## config.mk

```make
export PLATFORM = sky130hd
export DESIGN_NAME = mie_core
export DESIGN_NICKNAME = d
export VERILOG_FILES = /design/src/rtl/mie_stack.v /design/src/rtl/mie_core.v
export VERILOG_INCLUDE_DIRS = /design/src /design/src/rtl
export SDC_FILE = /design/constraint.sdc
export NUM_CORES = 1
export LEC_CHECK = 0
export BUFFER_PORTS_ARGS = -buffer_cell sky130_fd_sc_hd__buf_2
export CAP_MARGIN = 15
export CORE_AREA = 8 8 179 164
export CTS_BUF_LIST = sky130_fd_sc_hd__clkbuf_16
export DETAILED_ROUTE_END_ITERATION = 10
export DIE_AREA = 0 0 187 172
export GPL_TIMING_DRIVEN = 0
export PLACE_DENSITY_LB_ADDON = 0.05
export RECOVER_POWER = 50
export SYNTH_ARGS = -nofsm -noshare
export SYNTH_HDL_FRONTEND = slang
export SYNTH_SLANG_ARGS = --single-unit
```

## constraint.sdc

```tcl
create_clock -name core_clk -period 5.6 [get_ports core_clk]
set_input_delay 0.28 -clock core_clk [delete_from_list [all_inputs] [get_ports core_clk]]
set_output_delay 0.28 -clock core_clk [all_outputs]
set_load 0.05 [all_outputs]
```

## src/rtl/mie_consts.vh

```
`ifndef MIE_CONSTS_VH
`define MIE_CONSTS_VH
// wishbone register byte offsets
`define MIE_REG_CTRL 4'h0
`define MIE_REG_INSTR 4'h4
`define MIE_REG_ACC 4'h8
`define MIE_REG_STAT 4'hC
// ctrl fields
`define MIE_CTRL_RUN 0
// status byte fields
`define MIE_ST_C 0
`define MIE_ST_AC 1
`define MIE_ST_Z 2
`define MIE_ST_OV 3
`define MIE_ST_PDF 4
`define MIE_ST_TO 5
// opcode field [15:11]
`define MIE_OP_NOP 5'h00
`define MIE_OP_MOV_AM 5'h01
`define MIE_OP_MOV_MA 5'h02
`define MIE_OP_MOV_AX 5'h03
`define MIE_OP_CLRB 5'h04
`define MIE_OP_SETB 5'h05
`define MIE_OP_JMP 5'h06
`define MIE_OP_SZ 5'h07
`define MIE_OP_SZA 5'h08
`define MIE_OP_SZB 5'h09
`define MIE_OP_SNZB 5'h0A
`define MIE_OP_SIZ 5'h0B
`define MIE_OP_SDZ 5'h0C
`define MIE_OP_SKIP_AFTER_INCREMENT_TO_ACC 5'h0D
`define MIE_OP_SKIP_AFTER_DECREMENT_TO_ACC 5'h0E
`define MIE_OP_CALL 5'h0F
`define MIE_OP_RET 5'h10
`define MIE_OP_RETAX 5'h11
`define MIE_OP_RETURN_FROM_IRQ 5'h12
`define MIE_OP_TRDC 5'h13
`define MIE_OP_TRDL 5'h14
`define MIE_OP_CLRM 5'h15
`define MIE_OP_SETM 5'h16
`define MIE_OP_CLRWDT 5'h17
`define MIE_OP_WDT1 5'h18
`define MIE_OP_WDT2 5'h19
`define MIE_OP_SWAP 5'h1A
`define MIE_OP_NIBBLE_EXCHANGE_TO_ACC 5'h1B
`define MIE_OP_HALT 5'h1C
`define MIE_OP_ADD 5'h1D
`define MIE_OP_ADC 5'h1E
`define MIE_OP_AND 5'h1F
// sub-field bits for add/and group, pc low byte address, reset pc
`define MIE_SUB_MEM 10
`define MIE_SUB_IMM 9
`define MIE_PCL_ADDR 8'h02
`define MIE_RESET_PC 11'h000
`endif

```

## src/rtl/mie_stack.v

```verilog
`timescale 1ns/1ps
`default_nettype none
module mie_stack #(
  parameter AW = 11,
  parameter DEPTH_LOG2 = 3
) (
  // clock and reset
  input wire core_clk,
  input wire sys_rst,
  // push and pop
  input wire push,
  input wire pop,
  input wire [AW-1:0] push_data,
  // registered top of stack
  output reg [AW-1:0] top_r
);
  reg [AW-1:0] mem [0:(1<<DEPTH_LOG2)-1];
  reg [DEPTH_LOG2-1:0] sp_r;
  wire [DEPTH_LOG2-1:0] sp_dec = sp_r - 1'b1;
  always @(posedge core_clk) begin
    if (sys_rst) begin
      sp_r <= {DEPTH_LOG2{1'b0}};
      top_r <= {AW{1'b0}};
    end else if (push) begin
      mem[sp_r] <= push_data;
      sp_r <= sp_r + 1'b1;
      top_r <= push_data;
    end else if (pop) begin
      // circular stack: overflow wraps, as on the small core
      sp_r <= sp_dec;
      top_r <= mem[sp_dec - 1'b1];
    end
  end
endmodule
`default_nettype wire

```

## src/rtl/mie_core.v

```verilog
// Overview of operation
// - skip instructions take two cycles when skipping, one otherwise
// - writing pc low byte costs two cycles
// - pre-clear pair clears timeout and sleep flags only when consecutive
// - repeating first pre-clear alone does nothing
// - single clear resets watchdog, clears both flags, one cycle
// - call pushes return address, loads target, two cycles
// - jump and all returns take two cycles
// - table reads fetch word, high to lookup high, low to memory
// - add with carry to acc or memory, updates four flags
// - add without carry to acc or memory, updates four flags
// - add immediate to acc, updates four flags
// - and writes acc or memory, changes only zero flag
// - clear memory writes zero, no flag change
// - bit set/clear touches only chosen bit, no flags
// - moves copy value without touching flags
// - increment/decrement skip on zero, acc variants write acc
// - skip zero copy loads acc, skips when byte zero
// - bit tests skip on zero or nonzero bit
// - nibble exchange to memory or acc, one cycle
// - halt enters power down in one cycle, touches both flags
// - halt stops clock, clears watchdog, sets sleep, clears timeout
// - bit index selects positions zero to seven
//
// Implementation choices: register access over Wishbone and the register offsets.
`timescale 1ns/1ps
`default_nettype none
`include "mie_consts.vh"
module mie_core #(
  parameter AW = 11,
  parameter WDT_W = 16
) (
  // clock and reset
  input wire core_clk,
  input wire sys_rst,
  // wishbone slave
  input wire wb_cyc_i,
  input wire wb_stb_i,
  input wire wb_we_i,
  input wire [3:0] wb_adr_i,
  input wire [3:0] wb_sel_i,
  input wire [31:0] wb_dat_i,
  output reg [31:0] wb_dat_o,
  output reg wb_ack_o,
  // program memory
  output reg [AW-1:0] pm_addr_r,
  input wire [15:0] pm_data,
  // data memory
  output reg [7:0] dm_addr_r,
  output reg [7:0] dm_wdata_r,
  output reg dm_we_r,
  input wire [7:0] dm_rdata,
  // watchdog, power state, table-read high byte and interrupt-return pulse
  output reg [WDT_W-1:0] watchdog_counter,
  output reg clk_stopped_r,
  output reg [7:0] lookup_high_byte,
  output reg return_from_irq_r
);
  localparam S_EXEC = 2'h0;
  localparam S_DUMMY = 2'h1;
  localparam S_HALT = 2'h2;

  reg [1:0] state_r;
  reg run_r;
  reg [15:0] instr_r;
  reg instr_pend_r;
  reg [7:0] working_register;
  reg c_r, half_carry_bit, z_r, signed_wrap_bit;
  reg watchdog_expired_bit, sleep_entered_bit;
  reg pre1_seen_r;
  reg pre2_seen_r;
  reg [AW-1:0] pc_r;
  reg [AW-1:0] pc_nxt;
  reg [1:0] state_nxt;
  reg [7:0] acc_nxt, mem_nxt;
  reg mem_we, c_nxt, ac_nxt, z_nxt, ov_nxt, skip;
  reg push, pop, wdt_clr, pre1_nxt, to_nxt, pdf_nxt, irq_ret;
  reg pre2_nxt;
  reg [8:0] sum;
  reg [4:0] lo_sum;

  wire [4:0] op = instr_r[15:11];
  wire [7:0] imm = instr_r[7:0];
  wire [2:0] bit_idx = instr_r[10:8];
  wire [AW-1:0] target = instr_r[AW-1:0];
  wire to_mem = instr_r[`MIE_SUB_MEM];
  wire use_imm = instr_r[`MIE_SUB_IMM];
  wire [7:0] opnd = use_imm ? imm : dm_rdata;
  wire [AW-1:0] stack_top;
  wire exec = (state_r == S_EXEC) && instr_pend_r && run_r;
  wire wb_req = wb_cyc_i && wb_stb_i && !wb_ack_o;
  wire [7:0] status_byte = {2'b00, watchdog_expired_bit, sleep_entered_bit,
    signed_wrap_bit, z_r, half_carry_bit, c_r};

  // return address formed here so the stack sees a plain bus
  wire [AW-1:0] ret_addr = pc_r + 1'b1;

  mie_stack #(.AW(AW), .DEPTH_LOG2(3)) u_stack (
    .core_clk(core_clk),
    .sys_rst(sys_rst),
    .push(push),
    .pop(pop),
    .push_data(ret_addr),
    .top_r(stack_top)
  );

  always @* begin
    pc_nxt = pc_r + 1'b1;
    state_nxt = S_EXEC;
    acc_nxt = working_register;
    mem_nxt = dm_rdata;
    mem_we = 1'b0;
    c_nxt = c_r;
    ac_nxt = half_carry_bit;
    z_nxt = z_r;
    ov_nxt = signed_wrap_bit;
    skip = 1'b0;
    push = 1'b0;
    pop = 1'b0;
    wdt_clr = 1'b0;
    pre1_nxt = pre1_seen_r;
    pre2_nxt = pre2_seen_r;
    to_nxt = watchdog_expired_bit;
    pdf_nxt = sleep_entered_bit;
    irq_ret = 1'b0;
    sum = 9'h000;
    lo_sum = 5'h00;
    if (exec) begin
      pre1_nxt = 1'b0;
      pre2_nxt = 1'b0;
      case (op)
        `MIE_OP_MOV_AM: acc_nxt = dm_rdata;
        `MIE_OP_MOV_MA: begin
          mem_nxt = working_register;
          mem_we = 1'b1;
        end
        `MIE_OP_MOV_AX: acc_nxt = imm;
        `MIE_OP_CLRB, `MIE_OP_SETB: begin
          mem_nxt[bit_idx] = (op == `MIE_OP_SETB);
          mem_we = 1'b1;
        end
        `MIE_OP_JMP: pc_nxt = target;
        `MIE_OP_SZ: skip = (dm_rdata == 8'h00);
        `MIE_OP_SZA: begin
          acc_nxt = dm_rdata;
          skip = (dm_rdata == 8'h00);
        end
        `MIE_OP_SZB: skip = !dm_rdata[bit_idx];
        `MIE_OP_SNZB: skip = dm_rdata[bit_idx];
        `MIE_OP_SIZ, `MIE_OP_SDZ, `MIE_OP_SKIP_AFTER_INCREMENT_TO_ACC, `MIE_OP_SKIP_AFTER_DECREMENT_TO_ACC: begin
          if (op == `MIE_OP_SIZ || op == `MIE_OP_SKIP_AFTER_INCREMENT_TO_ACC)
            mem_nxt = dm_rdata + 8'h01;
          else
            mem_nxt = dm_rdata - 8'h01;
          skip = (mem_nxt == 8'h00);
          if (op == `MIE_OP_SKIP_AFTER_INCREMENT_TO_ACC || op == `MIE_OP_SKIP_AFTER_DECREMENT_TO_ACC) begin
            acc_nxt = mem_nxt;
          end else begin
            mem_we = 1'b1;
          end
        end
        `MIE_OP_CALL: begin
          push = 1'b1;
          pc_nxt = target;
        end
        `MIE_OP_RET, `MIE_OP_RETAX, `MIE_OP_RETURN_FROM_IRQ: begin
          pop = 1'b1;
          pc_nxt = stack_top;
          if (op == `MIE_OP_RETAX)
            acc_nxt = imm;
          irq_ret = (op == `MIE_OP_RETURN_FROM_IRQ);
        end
        `MIE_OP_TRDC, `MIE_OP_TRDL: begin
          // table word arrives in the dummy cycle; address set below
          state_nxt = S_DUMMY;
          pc_nxt = pc_r;
        end
        `MIE_OP_CLRM, `MIE_OP_SETM: begin
          mem_nxt = (op == `MIE_OP_SETM) ? 8'hFF : 8'h00;
          mem_we = 1'b1;
        end
        `MIE_OP_CLRWDT: begin
          wdt_clr = 1'b1;
          to_nxt = 1'b0;
          pdf_nxt = 1'b0;
        end
        // the pair works in either order; a repeat only re-arms its half
        `MIE_OP_WDT1: begin
          if (pre2_seen_r) begin
            wdt_clr = 1'b1;
            to_nxt = 1'b0;
            pdf_nxt = 1'b0;
          end else begin
            pre1_nxt = 1'b1;
          end
        end
        `MIE_OP_WDT2: begin
          if (pre1_seen_r) begin
            wdt_clr = 1'b1;
            to_nxt = 1'b0;
            pdf_nxt = 1'b0;
          end else begin
            pre2_nxt = 1'b1;
          end
        end
        `MIE_OP_SWAP, `MIE_OP_NIBBLE_EXCHANGE_TO_ACC: begin
          mem_nxt = {dm_rdata[3:0], dm_rdata[7:4]};
          if (op == `MIE_OP_NIBBLE_EXCHANGE_TO_ACC)
            acc_nxt = mem_nxt;
          else
            mem_we = 1'b1;
        end
        `MIE_OP_HALT: begin
          wdt_clr = 1'b1;
          to_nxt = 1'b0;
          pdf_nxt = 1'b1;
          state_nxt = S_HALT;
        end
        `MIE_OP_ADD, `MIE_OP_ADC: begin
          // immediate applies to both plain add and add with carry
          sum = {1'b0, working_register} + {1'b0, opnd} +
            {8'h00, (op == `MIE_OP_ADC) & c_r};
          lo_sum = {1'b0, working_register[3:0]} + {1'b0, opnd[3:0]} +
            {4'h0, (op == `MIE_OP_ADC) & c_r};
          c_nxt = sum[8];
          ac_nxt = lo_sum[4];
          z_nxt = (sum[7:0] == 8'h00);
          ov_nxt = (working_register[7] == opnd[7]) &&
            (sum[7] != opnd[7]);
          mem_nxt = sum[7:0];
          if (to_mem && !use_imm)
            mem_we = 1'b1;
          else
            acc_nxt = sum[7:0];
        end
        `MIE_OP_AND: begin
          mem_nxt = working_register & opnd;
          z_nxt = (mem_nxt == 8'h00);
          if (to_mem && !use_imm)
            mem_we = 1'b1;
          else
            acc_nxt = mem_nxt;
        end
        default: ;
      endcase
      if (skip) begin
        pc_nxt = pc_r + 2'd2;
        state_nxt = S_DUMMY;
      end
      if (op == `MIE_OP_JMP || op == `MIE_OP_CALL || pop)
        state_nxt = S_DUMMY;
      if (mem_we && imm == `MIE_PCL_ADDR) begin
        pc_nxt = {pc_r[AW-1:8], mem_nxt};
        state_nxt = S_DUMMY;
      end
    end
  end

  always @(posedge core_clk) begin
    if (sys_rst) begin
      state_r <= S_EXEC;
      pc_r <= `MIE_RESET_PC;
      pm_addr_r <= {AW{1'b0}};
      dm_addr_r <= 8'h00;
      dm_wdata_r <= 8'h00;
      dm_we_r <= 1'b0;
      working_register <= 8'h00;
      {c_r, half_carry_bit, z_r, signed_wrap_bit} <= 4'h0;
      watchdog_expired_bit <= 1'b0;
      sleep_entered_bit <= 1'b0;
      pre1_seen_r <= 1'b0;
      pre2_seen_r <= 1'b0;
      watchdog_counter <= {WDT_W{1'b0}};
      clk_stopped_r <= 1'b0;
      lookup_high_byte <= 8'h00;
      return_from_irq_r <= 1'b0;
      run_r <= 1'b0;
      instr_r <= 16'h0000;
      instr_pend_r <= 1'b0;
      wb_ack_o <= 1'b0;
      wb_dat_o <= 32'h0000_0000;
    end else begin
      wb_ack_o <= wb_req;
      dm_we_r <= 1'b0;
      return_from_irq_r <= irq_ret;
      if (wb_req) begin
        wb_dat_o <= 32'h0000_0000;
        case (wb_adr_i)
          `MIE_REG_CTRL: wb_dat_o <= {31'h0, run_r};
          `MIE_REG_INSTR: wb_dat_o <= {16'h0, instr_r};
          `MIE_REG_ACC: wb_dat_o <= {24'h0, working_register};
          `MIE_REG_STAT: wb_dat_o <= {16'h0, lookup_high_byte, status_byte};
          default: ;
        endcase
        if (wb_we_i && wb_adr_i == `MIE_REG_CTRL && wb_sel_i[0])
          run_r <= wb_dat_i[`MIE_CTRL_RUN];
        // a new instruction while one is pending replaces it
        if (wb_we_i && wb_adr_i == `MIE_REG_INSTR && &wb_sel_i[1:0]) begin
          instr_r <= wb_dat_i[15:0];
          instr_pend_r <= 1'b1;
          dm_addr_r <= wb_dat_i[7:0];
        end
      end
      if (!clk_stopped_r)
        watchdog_counter <= watchdog_counter + 1'b1;
      if (wdt_clr)
        watchdog_counter <= {WDT_W{1'b0}};
      case (state_r)
        S_EXEC: begin
          if (exec) begin
            instr_pend_r <= 1'b0;
            working_register <= acc_nxt;
            {c_r, half_carry_bit, z_r, signed_wrap_bit} <=
              {c_nxt, ac_nxt, z_nxt, ov_nxt};
            watchdog_expired_bit <= to_nxt;
            sleep_entered_bit <= pdf_nxt;
            pre1_seen_r <= pre1_nxt;
            pre2_seen_r <= pre2_nxt;
            pc_r <= pc_nxt;
            pm_addr_r <= pc_nxt;
            dm_we_r <= mem_we;
            dm_wdata_r <= mem_nxt;
            if (op == `MIE_OP_TRDC)
              pm_addr_r <= {pc_r[AW-1:8], working_register};
            if (op == `MIE_OP_TRDL)
              pm_addr_r <= {{(AW-8){1'b1}}, working_register};
            if (state_nxt == S_HALT)
              clk_stopped_r <= 1'b1;
            state_r <= state_nxt;
          end
        end
        S_DUMMY: begin
          if (op == `MIE_OP_TRDC || op == `MIE_OP_TRDL) begin
            lookup_high_byte <= pm_data[15:8];
            dm_wdata_r <= pm_data[7:0];
            dm_we_r <= 1'b1;
            pc_r <= pc_r + 1'b1;
            pm_addr_r <= pc_r + 1'b1;
          end
          state_r <= S_EXEC;
        end
        S_HALT: begin
          // only reset wakes the core; wake sources are outside this block
          state_r <= S_HALT;
        end
        default: state_r <= S_EXEC;
      endcase
    end
  end
endmodule
`default_nettype wire

```

==> results_dict.tcl <==
set metrics [dict create \
    status "complete, but fails checks" \
    violations "capacitance limit, slew limit" \
    clockRootBuffer "clkbuf_16" \
    synth_ff_type "dfxtp_1" \
    rows 57 \
    vias 10567 \
    cts_tree "done" \
    place_congestion 0.9920 \
    clockBufferDepth 3 \
    h-tree-depth 1 \
    synth_area_leaders "edfxtp_1, dfxtp_1, mux4_2, nor2_1, nand2_1" \
    timing.rr.start "instr_r[9]$_SDFFE_PP0P_" \
    drt-pass1-iter-count 8 \
    fin_hold_ws_ps 9.728 \
    syn_area_sq_um 11570 \
    endpoint "dm_wdata_r[7]$_SDFFE_PP0P_" \
    grt_pass1_wl_mm 62.73 \
    p_leak_nw 4.648 \
    finalPower_mw 3.371 \
    syn_inst 1229 \
    cp_cell_sequence "clkbuf_1 > clkbuf_1 > buf_1 > mux2_2 > ha_1 > o21ai_0 > nor2_1 > a211o_1 > xnor2_1 > o221ai_1 > a2111oi_1 > nor3_1 > a211oi_1 > nor3_1" \
    maxCapViolCount 1 \
    r2r_end "dm_wdata_r[7]$_SDFFE_PP0P_" \
    cp.depth 14 \
    critPathKind "reg -> reg" \
    area_delta_synth_final_pct 17.75 \
    synth-edff-count 88 \
    antenna_found_initial 0 \
    crit_path_start "instr_r[9]$_SDFFE_PP0P_" \
    die_h_um 172 \
    synth_top_area_share_pct 22.84 \
    coreArea_sq_um 26460 \
    period_share_pct 95.27 \
    clk_latency_ps 530 \
    clock.fmax_mhz 187.4 \
    synth_area_leader_cell "edfxtp_1" \
    yosysWarnings 0 \
    layout_common_cells "clkbuf_1, nor2_1, nand2_1, dfxtp_1, edfxtp_1" \
    drt_iter0_drc 1048 \
    post_cts_buffers 0 \
    critPathBufInv 3 \
    grt_overflow_total 0 \
    cts_sinks 211 \
    avgRoutedWirePerCell_um 23.47 \
    post-route-min-period_ps 5335 \
    syn_avg_cell_area_sq_um 9.414 \
    setup_viol 0 \
    nNetsFinal 1497 \
    ir_drop_mv 0.2089 \
    portBuffers 115 \
    viasPerCell 5.927 \
    postRouteAntennaNets 0 \
    cp_top_family "compound AO/OA/AOI/OAI gates" \
    crit_required_ps 5970 \
    grt.total_usage_pct 25.22 \
    hold_violations 0 \
    timing_worst_slew_pin_value_ps 1517 \
    io-pin-count 156 \
    synthArstFlopShare_pct 0 \
    finalClockSkew_ps 10.87 \
    dpl.hpwl_mm 31.75 \
    cts_buffers 24 \
    rr_worst_depth 14 \
    drc_errors 0 \
    crit_slowest_cell "a2111oi_1" \
    critPathCaptureType "flip-flop" \
    ys_types 76 \
    slew_headroom_pct -2.073 \
    drive_above_1_share_pct 12.96 \
    cp_max_fo 10 \
    rsz0062_at_grt "no" \
    clk_pin_slew_ps 70 \
    critPathLaunchType "flip-flop" \
    grt_max_degree 14 \
    hold_class "in -> reg" \
    drv_slew 7 \
    synth_seq_area_share_pct 44.12 \
    start_util_pct 43.73 \
    wirelength_mm 41.85 \
    rrSetupSlack_ps 260 \
    layout_commonest_cell "clkbuf_1" \
    arrival_ps 5700 \
    p_per_area_nw_per_um2 247.5 \
    critPathMaxStageDelay_ps 890 \
    design.die.area_sq_um 32160 \
    setup_tns_ps 0 \
    ys_ff_latch 211 \
    first_global_vias 9865 \
    die_w_um 187 \
]
-- layout make-up --
type,instances,area [sq um]
Clock buffer,24,600.6
Fill cell,2564,12840
Multi-Input combinational cell,888,5878
Sequential cell,211,5105
Antenna cell,1,2.502
Inverter,22,82.58
Buffer,123,583.1
Clock inverter,20,203.9
Tap cell,354,442.9
Timing Repair Buffer,140,724.4
-- sequential cells by signal, summed over array words and instances, names as in the netlist, 2 cells and up --
signal / count
instr_r: 9
dm_addr_r: 7
pc_r: 11
wb_dat_o: 16
working_register: 8
dm_wdata_r: 8
pm_addr_r: 11
lookup_high_byte: 8
state_r: 2
u_stack.top_r: 11
u_stack.sp_r: 3
u_stack.mem: 88
watchdog_counter: 16
-- repair_timing --
item                                    CTS  global route
endpoints found under the setup margin    0             2
hold buffers                             17             0
hold endpoints to repair                 17             0
resized for setup                         0             1
-- worst reg2reg max path, stage by stage (launching register included) --
cell,delay [ps]
dfxtp_1,310
clkbuf_1,300
clkbuf_1,480
buf_1,740
mux2_2,420
ha_1,310
o21ai_0,240
nor2_1,80
a211o_1,350
xnor2_1,250
o221ai_1,240
a2111oi_1,890
nor3_1,260
a211oi_1,230
nor3_1,70
-- Yosys cell counts (25+ instances only) --
cell,n
a21oi_1,78
clkbuf_1,79
dfxtp_1,123
edfxtp_1,88
mux2_2,25
nand2_1,124
nand3_1,41
nor2_1,139
o21ai_0,50
xnor2_1,25
-- per-layer routing --
metal,GRT usage [%],share of wire [%],wire length [um]
met1,37.53,48,20160
met3,6.996,10,4212
met5,0,0,0
met4,6.140,2.4,999
met2,35.42,39,16480
-- report_power, final --
| group | switching, mW | internal [mW] | leakage [nW] |
|---|---|---|---|
| sequential | 0.00293 | 1.59 | 1.78 |
| combinational | 0.114 | 0.0528 | 2.46 |
| clock | 0.645 | 0.966 | 0.414 |
-- cell families (layout without fill, tap and decap cells) --
logic type	Yosys count	in the layout	share of synthesized area (%)
compound gates	304	304	18.08
xor+xnor	49	49	3.709
fa+ha+maj	18	18	2.076
buf+inv	145	329	5.764
flops	211	211	44.12
mux	66	66	8.576
other cells	1	17	0.03241
simple gates	435	435	17.64
-- how the worst min path moves through the flow --
stage / cells past startpoint / slack (ps) / end / startpoint
5_1_grt: 3 / 5 / dm_addr_r[6]$_SDFFE_PP0P_ / wb_dat_i[6]
3_3_place_gp: 2 / 440 / signed_wrap_bit$_SDFFE_PP0P_ / signed_wrap_bit$_SDFFE_PP0P_
6_report: 3 / 10 / dm_addr_r[6]$_SDFFE_PP0P_ / wb_dat_i[6]
3_5_place_dp: 2 / 440 / dm_wdata_r[3]$_SDFFE_PP0P_ / dm_wdata_r[3]$_SDFFE_PP0P_
4_1_cts: 3 / 1 / dm_addr_r[5]$_SDFFE_PP0P_ / wb_dat_i[5]
2_1_floorplan: 2 / 420 / instr_r[11]$_SDFFE_PP0P_ / wb_dat_i[11]
-- metrics by stage --
step	utilization [%]	std cells	cell area (sq um)	setup slack [ps]
3_5_place_dp	48.15	1720	12740	302.3
6_report	51.49	1783	13620	264.9
3_3_place_gp	47.79	1713	12640	134.1
4_1_cts	51.83	1781	13710	256.7
2_1_floorplan	-	1244	11630	1944
5_1_grt	51.48	1782	13620	95.80
Power figures use the tool's default switching activity.
